File: config.mk
export PLATFORM = sky130hd
export DESIGN_NAME = emps_top
export DESIGN_NICKNAME = d
export VERILOG_FILES = /design/src/pkg/emps_pkg.sv /design/src/pkg/emps_pin_if.sv /design/src/verilog/emps_pin_mux.sv /design/src/verilog/emps_top.sv
export SDC_FILE = /design/constraint.sdc
export NUM_CORES = 1
export LEC_CHECK = 0
export BUFFER_PORTS_ARGS = -buffer_cell sky130_fd_sc_hd__buf_2
export CORE_AREA = 3 3 180 182
export CTS_BUF_LIST = sky130_fd_sc_hd__clkbuf_4 sky130_fd_sc_hd__clkbuf_8
export DETAILED_ROUTE_END_ITERATION = 7
export DIE_AREA = 0 0 183 185
export RECOVER_POWER = 100
export SYNTH_ARGS = -nofsm -noshare
export SYNTH_HDL_FRONTEND = slang
export SYNTH_HIERARCHICAL = 1
export SYNTH_SLANG_ARGS = --single-unit
File: constraint.sdc
create_clock -name sys_clk -period 1.55 [get_ports sys_clk]
set_input_delay 0.0775 -clock sys_clk [delete_from_list [all_inputs] [get_ports sys_clk]]
set_output_delay 0.0775 -clock sys_clk [all_outputs]
set_load 0.02 [all_outputs]
File: src/pkg/emps_pkg.sv
// Purpose: Constants and types for the external memory port selection block.
// Assumes: One system clock, synchronous active-high reset.
// Notes: Registers are reached as special-function registers by a plain SFR port.
//
// What this block does
// - Route memory interface to lower or, on large packages, upper port group.
// - With skip enable set, crossbar bypasses write, read and, if multiplexed, latch pins.
// - Interface owns its pins only while an off-chip external move executes.
// - After an access, pins return to port latches, or to crossbar on lower group.
// - During an access, drivers of pins acting as inputs are turned off.
// - Interface never changes pin output mode; output mode registers keep ruling.
// - Eight-bit indirect moves take the address high byte from the page register.
package emps_pkg;
  // ****************************************
  // Register map
  // ****************************************
  localparam logic [7:0] EMPS_PAGE_ADDR = 8'hA2;
  localparam logic [7:0] EMPS_CFG_ADDR = 8'hA3;
  localparam logic [7:0] EMPS_XBAR_CFG_ADDR = 8'hE3;
  localparam logic [7:0] EMPS_PAGE_RST = 8'h00;
  localparam logic [7:0] EMPS_CFG_RST = 8'h03;
  localparam logic [7:0] EMPS_XBAR_CFG_RST = 8'h00;
  localparam logic [7:0] EMPS_CFG_WMASK = 8'h3F;
  localparam int EMPS_BANK_SEL_BIT = 5;
  localparam int EMPS_NONMUX_BIT = 4;
  localparam int EMPS_SKIP_BIT = 1;
  // Pin positions of the strobes inside port 0 of the lower group.
  localparam int EMPS_WR_PIN = 7;
  localparam int EMPS_RD_PIN = 6;
  localparam int EMPS_ALE_PIN = 5;
  localparam int EMPS_NPORTS = 4;

  // ****************************************
  // Types
  // ****************************************
  typedef enum logic [2:0] {
    EMPS_IDLE = 3'b001,
    EMPS_RUN = 3'b010,
    EMPS_DONE = 3'b100
  } emps_state_t;
endpackage : emps_pkg

File: src/pkg/emps_pin_if.sv
// Purpose: Carries the interface's per-group pin drive between modules.
// Assumes: Four ports of eight pins per group.
// Notes: Mux module drives, top module samples.
interface emps_pin_if;
  logic [31:0] lo_out;
  logic [31:0] lo_oe;
  logic [31:0] hi_out;
  logic [31:0] hi_oe;
  logic [7:0] lo_skip;
  modport src (output lo_out, output lo_oe, output hi_out, output hi_oe, output lo_skip);
  modport dst (input lo_out, input lo_oe, input hi_out, input hi_oe, input lo_skip);
endinterface : emps_pin_if

File: src/verilog/emps_pin_mux.sv
// Purpose: Combines port latches, crossbar and the memory interface per pin.
// Assumes: Owner signals are already registered in the top module.
// Notes: Purely combinational; output mode is never touched here.
module emps_pin_mux (
  input wire logic own,
  input wire logic upper,
  input wire logic skip_en,
  input wire logic nonmux,
  input wire logic [31:0] mem_out,
  input wire logic [31:0] mem_in_mask,
  input wire logic [31:0] latch_lo,
  input wire logic [31:0] latch_hi,
  input wire logic [31:0] xbar_out,
  input wire logic [31:0] xbar_oe,
  emps_pin_if.src pins
);
  import emps_pkg::*;

  // ****************************************
  // Pin selection
  // ****************************************
  // Owner of each pin group: memory interface during an access to that group, else default owner.
  always_comb begin
    pins.lo_skip = '0;
    if (skip_en) begin
      pins.lo_skip[EMPS_WR_PIN] = 1'b1;
      pins.lo_skip[EMPS_RD_PIN] = 1'b1;
      pins.lo_skip[EMPS_ALE_PIN] = ~nonmux;
    end
    pins.lo_out = xbar_out;
    pins.lo_oe = xbar_oe;
    pins.hi_out = latch_hi;
    pins.hi_oe = '1;
    if (own && !upper) begin
      pins.lo_out = mem_out;
      pins.lo_oe = ~mem_in_mask;
    end
    if (own && upper) begin
      pins.hi_out = mem_out;
      pins.hi_oe = ~mem_in_mask;
    end
    if (!own) begin
      // Lower pins the crossbar skips fall back to their port latches.
      pins.lo_out[7:0] = (xbar_out[7:0] & ~pins.lo_skip) | (latch_lo[7:0] & pins.lo_skip);
      pins.lo_oe[7:0] = xbar_oe[7:0] | pins.lo_skip;
    end
  end
endmodule : emps_pin_mux

File: src/verilog/emps_top.sv
// Purpose: Port selection, pin ownership and page register of the memory interface.
// Assumes: The core flags an off-chip external move for its whole duration.
// Notes: Output mode registers pass straight through and are never altered.
module emps_top #(
  parameter bit HAS_UPPER = 1'b1
) (
  input wire logic sys_clk,
  input wire logic reset,
  input wire logic sfr_wr,
  input wire logic sfr_rd,
  input wire logic [7:0] sfr_addr,
  input wire logic [7:0] sfr_wdata,
  output logic [7:0] sfr_rdata,
  input wire logic move_active,
  input wire logic move_read,
  input wire logic move_short,
  input wire logic [15:0] move_addr,
  input wire logic [7:0] move_wdata,
  output logic [15:0] mem_addr_q,
  input wire logic [31:0] latch_lo,
  input wire logic [31:0] latch_hi,
  input wire logic [31:0] xbar_out,
  input wire logic [31:0] xbar_oe,
  input wire logic [63:0] pin_output_mode_regs,
  output logic [63:0] pin_mode_q,
  output logic [31:0] lo_out_q,
  output logic [31:0] lo_oe_q,
  output logic [31:0] hi_out_q,
  output logic [31:0] hi_oe_q,
  output logic [7:0] lo_skip_q,
  output logic ext_busy_q
);
  import emps_pkg::*;

  logic [7:0] xram_page_q, xram_page_d;
  logic [7:0] cfg_q, cfg_d;
  logic [7:0] xbar_cfg_q, xbar_cfg_d;
  logic [7:0] rdata_d;
  emps_state_t state_q, state_d;
  logic [15:0] addr_d;
  logic [31:0] mem_out, mem_in_mask;
  logic upper;
  emps_pin_if pins ();

  // ****************************************
  // Register file
  // ****************************************
  // Writes update the page, configuration and crossbar registers; reads return them.
  always_comb begin
    xram_page_d = xram_page_q;
    cfg_d = cfg_q;
    xbar_cfg_d = xbar_cfg_q;
    rdata_d = sfr_rdata;
    if (sfr_wr) begin
      unique case (sfr_addr)
        EMPS_PAGE_ADDR: xram_page_d = sfr_wdata;
        EMPS_CFG_ADDR: cfg_d = sfr_wdata & EMPS_CFG_WMASK;
        EMPS_XBAR_CFG_ADDR: xbar_cfg_d = sfr_wdata;
        default: ;
      endcase
    end
    if (sfr_rd) begin
      unique case (sfr_addr)
        EMPS_PAGE_ADDR: rdata_d = xram_page_q;
        EMPS_CFG_ADDR: rdata_d = cfg_q;
        EMPS_XBAR_CFG_ADDR: rdata_d = xbar_cfg_q;
        default: rdata_d = 8'h00;
      endcase
    end
  end

  always_ff @(posedge sys_clk) begin
    if (reset) begin
      xram_page_q <= EMPS_PAGE_RST;
      cfg_q <= EMPS_CFG_RST;
      xbar_cfg_q <= EMPS_XBAR_CFG_RST;
      sfr_rdata <= 8'h00;
    end else begin
      xram_page_q <= xram_page_d;
      cfg_q <= cfg_d;
      xbar_cfg_q <= xbar_cfg_d;
      sfr_rdata <= rdata_d;
    end
  end

  // Upper group only exists on the larger package.
  assign upper = HAS_UPPER & cfg_q[EMPS_BANK_SEL_BIT];

  // ****************************************
  // Access sequencer
  // ****************************************
  // Tracks an off-chip move and builds its address.
  always_comb begin
    state_d = state_q;
    addr_d = mem_addr_q;
    unique case (state_q)
      EMPS_IDLE: if (move_active) begin
        state_d = EMPS_RUN;
      end
      EMPS_RUN: if (!move_active) begin
        state_d = EMPS_DONE;
      end
      EMPS_DONE: state_d = move_active ? EMPS_RUN : EMPS_IDLE;
      default: state_d = EMPS_IDLE;
    endcase
    if (move_active) begin
      addr_d = move_short ? {xram_page_q, move_addr[7:0]} : move_addr;
    end
  end

  always_ff @(posedge sys_clk) begin
    if (reset) begin
      state_q <= EMPS_IDLE;
      mem_addr_q <= 16'h0000;
    end else begin
      state_q <= state_d;
      mem_addr_q <= addr_d;
    end
  end

  // Memory-side drive: data lines on the first port, address on the next two, last port held high.
  assign mem_out = {8'hFF, mem_addr_q, move_wdata};
  assign mem_in_mask = {24'h000000, {8{move_read}}};

  emps_pin_mux u_mux (
    .own(state_q == EMPS_RUN),
    .upper(upper),
    .skip_en(xbar_cfg_q[EMPS_SKIP_BIT]),
    .nonmux(cfg_q[EMPS_NONMUX_BIT]),
    .mem_out(mem_out),
    .mem_in_mask(mem_in_mask),
    .latch_lo(latch_lo),
    .latch_hi(latch_hi),
    .xbar_out(xbar_out),
    .xbar_oe(xbar_oe),
    .pins(pins.src)
  );

  // ****************************************
  // Registered pin outputs
  // ****************************************
  // Output mode is copied unchanged every cycle, access or not.
  always_ff @(posedge sys_clk) begin
    if (reset) begin
      pin_mode_q <= '0;
      lo_out_q <= '0;
      lo_oe_q <= '0;
      hi_out_q <= '0;
      hi_oe_q <= '0;
      lo_skip_q <= '0;
      ext_busy_q <= 1'b0;
    end else begin
      pin_mode_q <= pin_output_mode_regs;
      lo_out_q <= pins.lo_out;
      lo_oe_q <= pins.lo_oe;
      hi_out_q <= pins.hi_out;
      hi_oe_q <= pins.hi_oe;
      lo_skip_q <= pins.lo_skip;
      ext_busy_q <= (state_q == EMPS_RUN);
    end
  end
endmodule : emps_top

# Word level (Yosys, flattened, before mapping)
# Index checks and enable logic that the tools add are counted.
# word_totals
romBits	0
out_inout_bits	225
mem_bits_rw	0
input_bits	239
elab_cells	49
ff_bits	250
latchBits	0
memories	0
# op_classes
mux	13
bitwise	7
n_reduce_logical	7
n_addsub	0
n_eq_ne	8
shifts	0
order_cmp	0
n_mul	0
n_div	0
# ops
cell	n
$mux 32	4
$not 8->32	1
$eq 8x8->1 const B	3
$pmux 8 s3	1
$and 8x8->8	2
$mux 16	1
$mux 8	2
$or 8x8->8	2
$mux 3	3
$pmux 3 s3	1
$not 8->8	1
$reduce_and 2->1	4
$ne 2x2->1 const B	2
$eq 3x1->1 const B	1
$eq 3x2->1 const B	1
$eq 3x3->1 const B	1
$logic_and 1x1->1	2
$mux 2	1
$logic_not 1->1	1
$not 1->1	1

# Longest topological paths before layout
# Gate-level depths: netlist of the first run.
# depth
ltp_word	6
mapped_depth	9
depth_no_buf	6

# Cells and area by module
# The synthesis of the first run kept the hierarchy.
# by_module_without_submodules
module	instances	area_each_um2	cells_each
emps_top	1	7524.7	640
emps_pin_mux	1	1546.5	272

# Least setup slack after synthesis of the first run
# No wires, ideal clock.
# synth_timing
kind	register to register
from	register state_q[0]
to	register lo_out_q[10]
path_buffers	2
period_less_slack_ns	1.447
t_required_ns	1.422
slack_ns	0.103
stages_incl_launch_ff	8
t_arrival_ns	1.319
path_cell_list	dfxtp_1 -> nand2b_1 -> nor2_1 -> nand2b_1 -> buf_6 -> buf_6 -> mux2_4 -> nor2b_1
# synth_between
elab_chain_len	3
# synth_lines
item	line	source
from (decl)	emps_top.sv:39	emps_state_t state_q, state_d;
from (signal assigned)	emps_top.sv:116	state_q <= state_d;
$eq 3x2->1	emps_top.sv:126	.own(state_q == EMPS_RUN),
$logic_and 1x1->1	emps_pin_mux.sv:34	if (own && !upper) begin
$mux 32	emps_pin_mux.sv:34	
via pins.lo_out[10]	emps_pin_if.sv:5	logic [31:0] lo_out;
to (signal assigned)	emps_top.sv:154	lo_out_q <= pins.lo_out;
to (decl)	emps_top.sv:26	output logic [31:0] lo_out_q,
# The timed path passes the listed nets, and every way through them passes these cells.
# A chain may end at the register's enable or synchronous reset.

# Final worst setup path of the first run
# layout_timing
from	register state_q[0]
to	register lo_oe_q[14]
# layout_between
elab_chain_len	3
# layout_lines
item	line	source
$eq 3x2->1	emps_top.sv:126	
$logic_and 1x1->1	emps_pin_mux.sv:34	
$mux 32	emps_pin_mux.sv:34	
via pins.lo_oe[14]	emps_pin_if.sv:6	logic [31:0] lo_oe;
to (signal assigned)	emps_top.sv:155	lo_oe_q <= pins.lo_oe;
to (decl)	emps_top.sv:27	output logic [31:0] lo_oe_q,
# The timed path passes the listed nets, and every way through them passes these cells.

==> results of run 1 <==
## layout make-up
| type | count | area, um2 | area share (%) |
|---|---|---|---|
| Clock buffer | 68 | 867 | 5.69 |
| Antenna cell | 1 | 2.50 | 0.0164 |
| Tap cell | 396 | 495 | 3.25 |
| Sequential cell | 250 | 5010 | 32.9 |
| Multi-Input combinational cell | 654 | 4010 | 26.3 |
| Clock inverter | 13 | 150 | 0.986 |
| Timing Repair Buffer | 675 | 4680 | 30.7 |
| Inverter | 6 | 22.5 | 0.148 |
## worst max-delay path: stages (launching register included)
cell,delay (ps)
dfxtp_2,320
nand2b_4,130
nor2_1,80
buf_4,140
nand2b_4,130
buf_12,190
clkbuf_16,160
nand2_1,90
o21ai_1,80
nor2b_1,130
## timing repair
item / in CTS / in global routing
setup buffers: 4 / 2
pin swaps: 0 / 4
setup endpoints to repair: 19 / 83
cloned: 0 / 4
resized for setup: 2 / 48
hold buffers: 198 / 0
hold endpoints to repair: 217 / 0
## routing by layer
| layer | routed length, um | vias to the layer above | part of all wire (%) |
|---|---|---|---|
| li1 | - | 4288 | - |
| met5 | 0 | - | 0 |
| met2 | 16000 | 388 | 49 |
| met3 | 2680 | 67 | 8.3 |
| met1 | 12700 | 3912 | 39 |
| met4 | 973 | 0 | 3.0 |
## cells by family after synthesis
family	share of synthesized area, %
AO/OA/AOI/OAI	5.08
flip-flops	55.2
XOR/XNOR	0.0966
buffers and inverters	4.51
AND/OR/NAND/NOR	24.7
multiplexers	10.3
other	0.124
## cell usage in the layout, fill, tap and decap left out, types with 5 or more instances in the layout
master	count
o21ai_1	13
inv_1	5
mux2i_1	41
nand2_2	10
conb_1	69
a21oi_1	9
buf_2	433
clkbuf_8	57
nor2b_1	199
a222oi_1	6
o21ai_2	6
o21ai_0	13
clkinv_2	7
buf_4	26
buf_6	5
a211oi_1	17
clkbuf_4	11
mux2_4	35
nor2_1	25
nand2_1	179
dlygate4sd3_1	198
buf_12	10
dfxtp_1	249
## metrics by stage
step | std cells | util [%] | TNS, ps | hold WS, ps
after floorplan | 978 | - | 0 | 206
after global placement | 1773 | 39.0 | -110 | 284
after detailed placement | 1773 | 39.0 | -79.6 | 290
after CTS | 2056 | 48.9 | -17.1 | 1.28
after global routing | 2062 | 49.5 | -2960 | 34.4
final | 2063 | 49.5 | -47.4 | 55.0
## sequential cells by signal (all words and copies together), names as in the netlist
register     flops
ext_busy_q       1
cfg_q            6
xbar_cfg_q       8
lo_out_q        32
mem_addr_q      16
lo_skip_q        8
xram_page_q      8
sfr_rdata        8
hi_out_q        32
lo_oe_q         32
hi_oe_q         32
state_q          3
pin_mode_q      64
## power groups by stage
stage / Sequential (mW) / Clock (mW) / Combinational [mW]
4_1_cts: 6.86 / 7.10 / 2.18
3_3_place_gp: 6.99 / 0 / 1.75
5_1_grt: 6.89 / 7.43 / 2.42
2_1_floorplan: 7.39 / 0 / 0.594
6_report: 6.87 / 6.88 / 2.25
3_5_place_dp: 6.99 / 0 / 1.77
## path summary, 6_finish.rpt
check                                  from      endpoint  slack, ps  cells after the start
worst max register to register   state_q[0]   lo_oe_q[14]        -20                      9
worst min register to register     cfg_q[3]      cfg_q[3]        460                      2
worst min-delay path            sfr_addr[3]  sfr_rdata[7]         60                      4
worst max-delay path             state_q[0]   lo_oe_q[14]        -20                      9
==> results.txt, run 1 <==
initial DRC count - 350
Vias/cell - 4.20
period utilisation layout - 102%
share of synthesized area occupied by flip-flops and latches - 55.2%
sequential share of power - 42.9%
RSZ-0062 raised after global routing - yes
drt pass-1 iters - 5
clock-pin slew on the worst setup and hold paths - 60 ps
Synth-to-Final Area Change - 67.9%
leakage - 7.53 nW
share of cells above drive strength 1 - 37.9%
Distinct cells, synth - 37
design area - 15200 um2
top-count cell post-synth - dfxtp_1
Initial Utilization - 29.5%
Post-synth EDFFs - 0
Tmin final - 1570 ps
placed instance area - 12000 um2
largest area contributor in the netlist - dfxtp_1
initial antenna violation count - 0
core area - 30700 um2
# setup viols final - 4
Yosys top cell area share - 55.2%
hpwl dp - 21.1 mm
fill count - 2730
Yosys reg bits - 250
endpoint type of the worst setup path - register
Hold WC Path Type - in2reg
Final nets - 1872
worst slack, placed - -28.5 ps
Post-Syn Instances - 912
status - complete, but fails checks
clk_skew - 27.5 ps
drt drc - 0
CP arrival - 1990 ps
Worst EP required - 1960 ps
cts bufs inserted - 46
largest net degree at the start of global routing - 108
die area - 33900 um2
routability cong. - 0.761
PortBufs - 434
clk root buf - clkbuf_8
vias in the first global route - 8801
Antenna Nets Post-Route - 0
met3 global-route usage - 5.34%
Psw - 4.04 mW
PwrDens - 1050 nW/um2
IO Count - 464
Max Root-Sink Buffers - 3
Clock power frac - 43.0%
Num Clock Sinks - 250
Logic pwr share - 14.1%
Critical Path Start Type - register
drt wl/cell - 15.7 um
async set-reset flop share out of synthesis - 0%
Rows - 64
largest cells by area after synthesis - dfxtp_1 55%, nor2b_1 14%, nand2_1 7.9%
worst-path fanout max - 9
Relative slew margins - 63.7%
M2 GR Usage - 31.6%
Yosys Warn Count - 6
final hold vios - 0
Peak VDD IR - 0.774 mV
Avg Inst Size Synth - 9.95 um2
Synth Cell Area - 9070 um2
first-pass GRT wire length - 47.4 mm
met1 GRT Util - 20.0%
Skew-Pair Late Insertion Delay - 550 ps
die width - 183 um
die height - 185 um
GRT busiest layer - met2
internal power - 12.0 mW
Sw Ratio - 25.3%
Max Slew Vio Count - 0
ys flop type - dfxtp_1
failing checks - negative setup slack
worst slew pin tran - 545 ps
total power - 16.0 mW
Tot GR Track Use - 17.6%
CTS tree - built
Peak Freq - 635 MHz
Synth top cells by count - 250 x dfxtp_1, 203 x nor2b_1, 192 x nand2_1
global route overflow - 0
DR vias - 8655
H-tree Lvls - 2
post-route setup slack - -24.6 ps
final wirelength - 32.3 mm
Setup Crit Path Kind - reg2reg
Max Cap Viol - 0
No activity file was read; power rests on OpenSTA's default activity.
==> run 2, diff against run 1 <==
==> constraint.sdc (replaced) <==
create_clock -name sys_clk -period 1.55 [get_ports sys_clk]
set_input_delay 0.31 -clock sys_clk [delete_from_list [all_inputs] [get_ports sys_clk]]
set_output_delay 0.31 -clock sys_clk [all_outputs]
set_load 0.02 [all_outputs]
==> results.txt, run 2 (synthesis gave the netlist of run 1 again) <==
status - completed
core area - 30700 um2 (unchanged)
sequence of cells on the critical path - nand2b_4, nor2_2, buf_6, nand2b_4, buf_12, mux2_4, nor2b_1
# setup viols final - 0 (-4)
die width - 183 um (unchanged)
RSZ-0062 raised after global routing - yes
worst-path fanout max - 24 (+15)
Max Cap Viol - 0 (unchanged)
period utilisation layout - 99.7% (-1.9 points)
Worst EP required - 1960 ps (about the same)
IO Count - 464 (unchanged)
placed instance area - 12100 um2 (+0.86%)
design area - 13900 um2 (-8.6%)
slowest cell on the critical path - dfxtp_2
Antenna Nets Post-Route - 0 (unchanged)
die area - 33900 um2 (unchanged)
Hold WC Path Type - in2reg
CP arrival - 1960 ps (-30 ps)
FF-to-FF setup slack - 5 ps (+30 ps)
max incr delay on CP - 340 ps (+20 ps)
largest net degree at the start of global routing - 108 (unchanged)
Top delay family on crit path - simple AND/OR/NAND/NOR gates
Max Root-Sink Buffers - 3 (unchanged)
worst slew pin tran - 587 ps (+42.8 ps)
PortBufs - 434 (unchanged)
routability cong. - 0.779 (+2.3%)
Setup Crit Path Kind - reg2reg
Tmin final - 1540 ps (-30.0 ps)
Skew-Pair Late Insertion Delay - 550 ps (about the same)
Max Slew Vio Count - 0 (unchanged)
first-pass GRT wire length - 43.8 mm (-7.5%)
Post-Layout Cell Count - 1939 (-6.0%)
Relative slew margins - 60.8% (-2.9 points)
Peak Freq - 647 MHz (+1.9%)
leakage - 7.01 nW (-7.0%)
cts bufs inserted - 45 (-2.2%)
commonest cells after routing, fill and taps aside - 431 x buf_2, 242 x dfxtp_1, 191 x nor2b_1, 190 x nand2_1, 72 x dlygate4sd3_1
PwrDens - 1110 nW/um2 (+5.2%)
drt wl/cell - 15.2 um (-3.2%)
placed insts - 1785 (+0.68%)
DR vias - 8049 (-7.0%)
final wirelength - 29.4 mm (-9.0%)
Antenna Cells - 0 (-1)
Vias/cell - 4.15 (-1.1%)
Initial Utilization - 29.5% (unchanged)
Critical Path Start Type - register
clk_skew - 23.6 ps (-3.96 ps)
most numerous cell on the critical path - nand2b_4
H-tree Lvls - 2 (unchanged)
Synth-to-Final Area Change - 53.5%
Worst Path Buf+Inv - 2 (-1)
clock-pin slew on the worst setup and hold paths - 60 ps (about the same)
Num Clock Sinks - 250 (unchanged)
global route overflow - 0 (unchanged)
initial antenna violation count - 0 (unchanged)
initial DRC count - 304 (-13%)
drt pass-1 iters - 7 (+2)
commonest non-fill, non-tap cell in the layout - buf_2
endpoint type of the worst setup path - register
drt drc - 0 (unchanged)
share of cells above drive strength 1 - 41.0% (+3.1 points)
Peak VDD IR - 0.707 mV (-8.6%)
max reg flops - 64 (unchanged)
final hold vios - 0 (unchanged)
CTS tree - built
die height - 185 um (unchanged)
vias in the first global route - 8098 (-8.0%)
Rows - 64 (unchanged)
hpwl dp - 21.2 mm (+0.34%)
Reg with most FFs - pin_mode_q
clk root buf - clkbuf_8
Tot GR Track Use - 16.3% (-1.4 points)
Final nets - 1749 (-6.6%)
[run 2: cell types whose count changed in the layout (fill, tap and decap cells not counted), moves of 5 or more]
| cell | previous run | this run |
|---|---|---|
| nand2_1 | 179 | 190 |
| nor2b_1 | 199 | 191 |
| dlygate4sd3_1 | 198 | 72 |
| nor2b_4 | 2 | 10 |
| o21ai_1 | 13 | 5 |
| clkbuf_4 | 11 | 19 |
| buf_4 | 26 | 34 |
| nand2_2 | 10 | 2 |
| clkinv_2 | 7 | 2 |
| o21ai_2 | 6 | 0 |
| dfxtp_1 | 249 | 242 |
| o21ai_0 | 13 | 27 |
| dfxtp_2 | 1 | 8 |
[run 2: where the power goes]
part	leakage (nW)	switching, mW	internal [mW]
combinational	4.41	1.05	0.888
sequential	2.08	0.112	6.75
clock	0.518	2.72	3.86
[run 2: cell type report]
class	count	area, um2
fill	2986	16800
clock buffer	74	906
sequential	250	5010
timing repair buffer	553	3410
multi-input combinational	654	4010
clock inverter	6	67.6
tap	396	495
inverter	6	22.5
[run 2: path summary, 6_finish.rpt]
path	start	endpoint	cells after the start
worst max-delay path	state_q[0]	lo_out_q[20]	7
worst min-delay path	sfr_wdata[0]	xbar_cfg_q[0]	3
worst max register to register	state_q[0]	lo_out_q[20]	7
worst min register to register	xbar_cfg_q[5]	xbar_cfg_q[5]	2
[run 2: what timing repair did]
action | in CTS | in global routing
hold buffers | 72 | 0
hold endpoints to repair | 72 | 0
setup endpoints to repair | 74 | 63
setup buffers | 0 | 2
gates resized for setup | 10 | 25
[run 2: worst reg2reg max path: cells and delay by family, from the launching register on]
kind          cells  cell delay [ps]
flops             1              340
simple gates      4              380
buf+inv           2              350
mux               1              350
[run 2: layer usage]
layer  share of wire [%]  track usage [%]  up-vias
met5                   0                0        -
met1                  41             18.8     3578
met4                 3.4             6.03        0
li1                    -                -     4030
met2                  47             27.9      364
met3                 8.9             5.66       77
[run 2: per-stage QoR]
step	total power [mW]	util (%)	TNS (ps)	hold WS (ps)	worst slack, ps
after floorplan	7.98	-	0	433	103
after detailed placement	8.77	39.3	-1190	456	-51.5
after global routing	16.1	45.3	-2260	28.9	-81.3
final	15.4	45.3	0	57.8	5.41
after global placement	8.75	39.3	-124	443	-15.8
after CTS	15.6	44.9	-360	5.56	-28.7
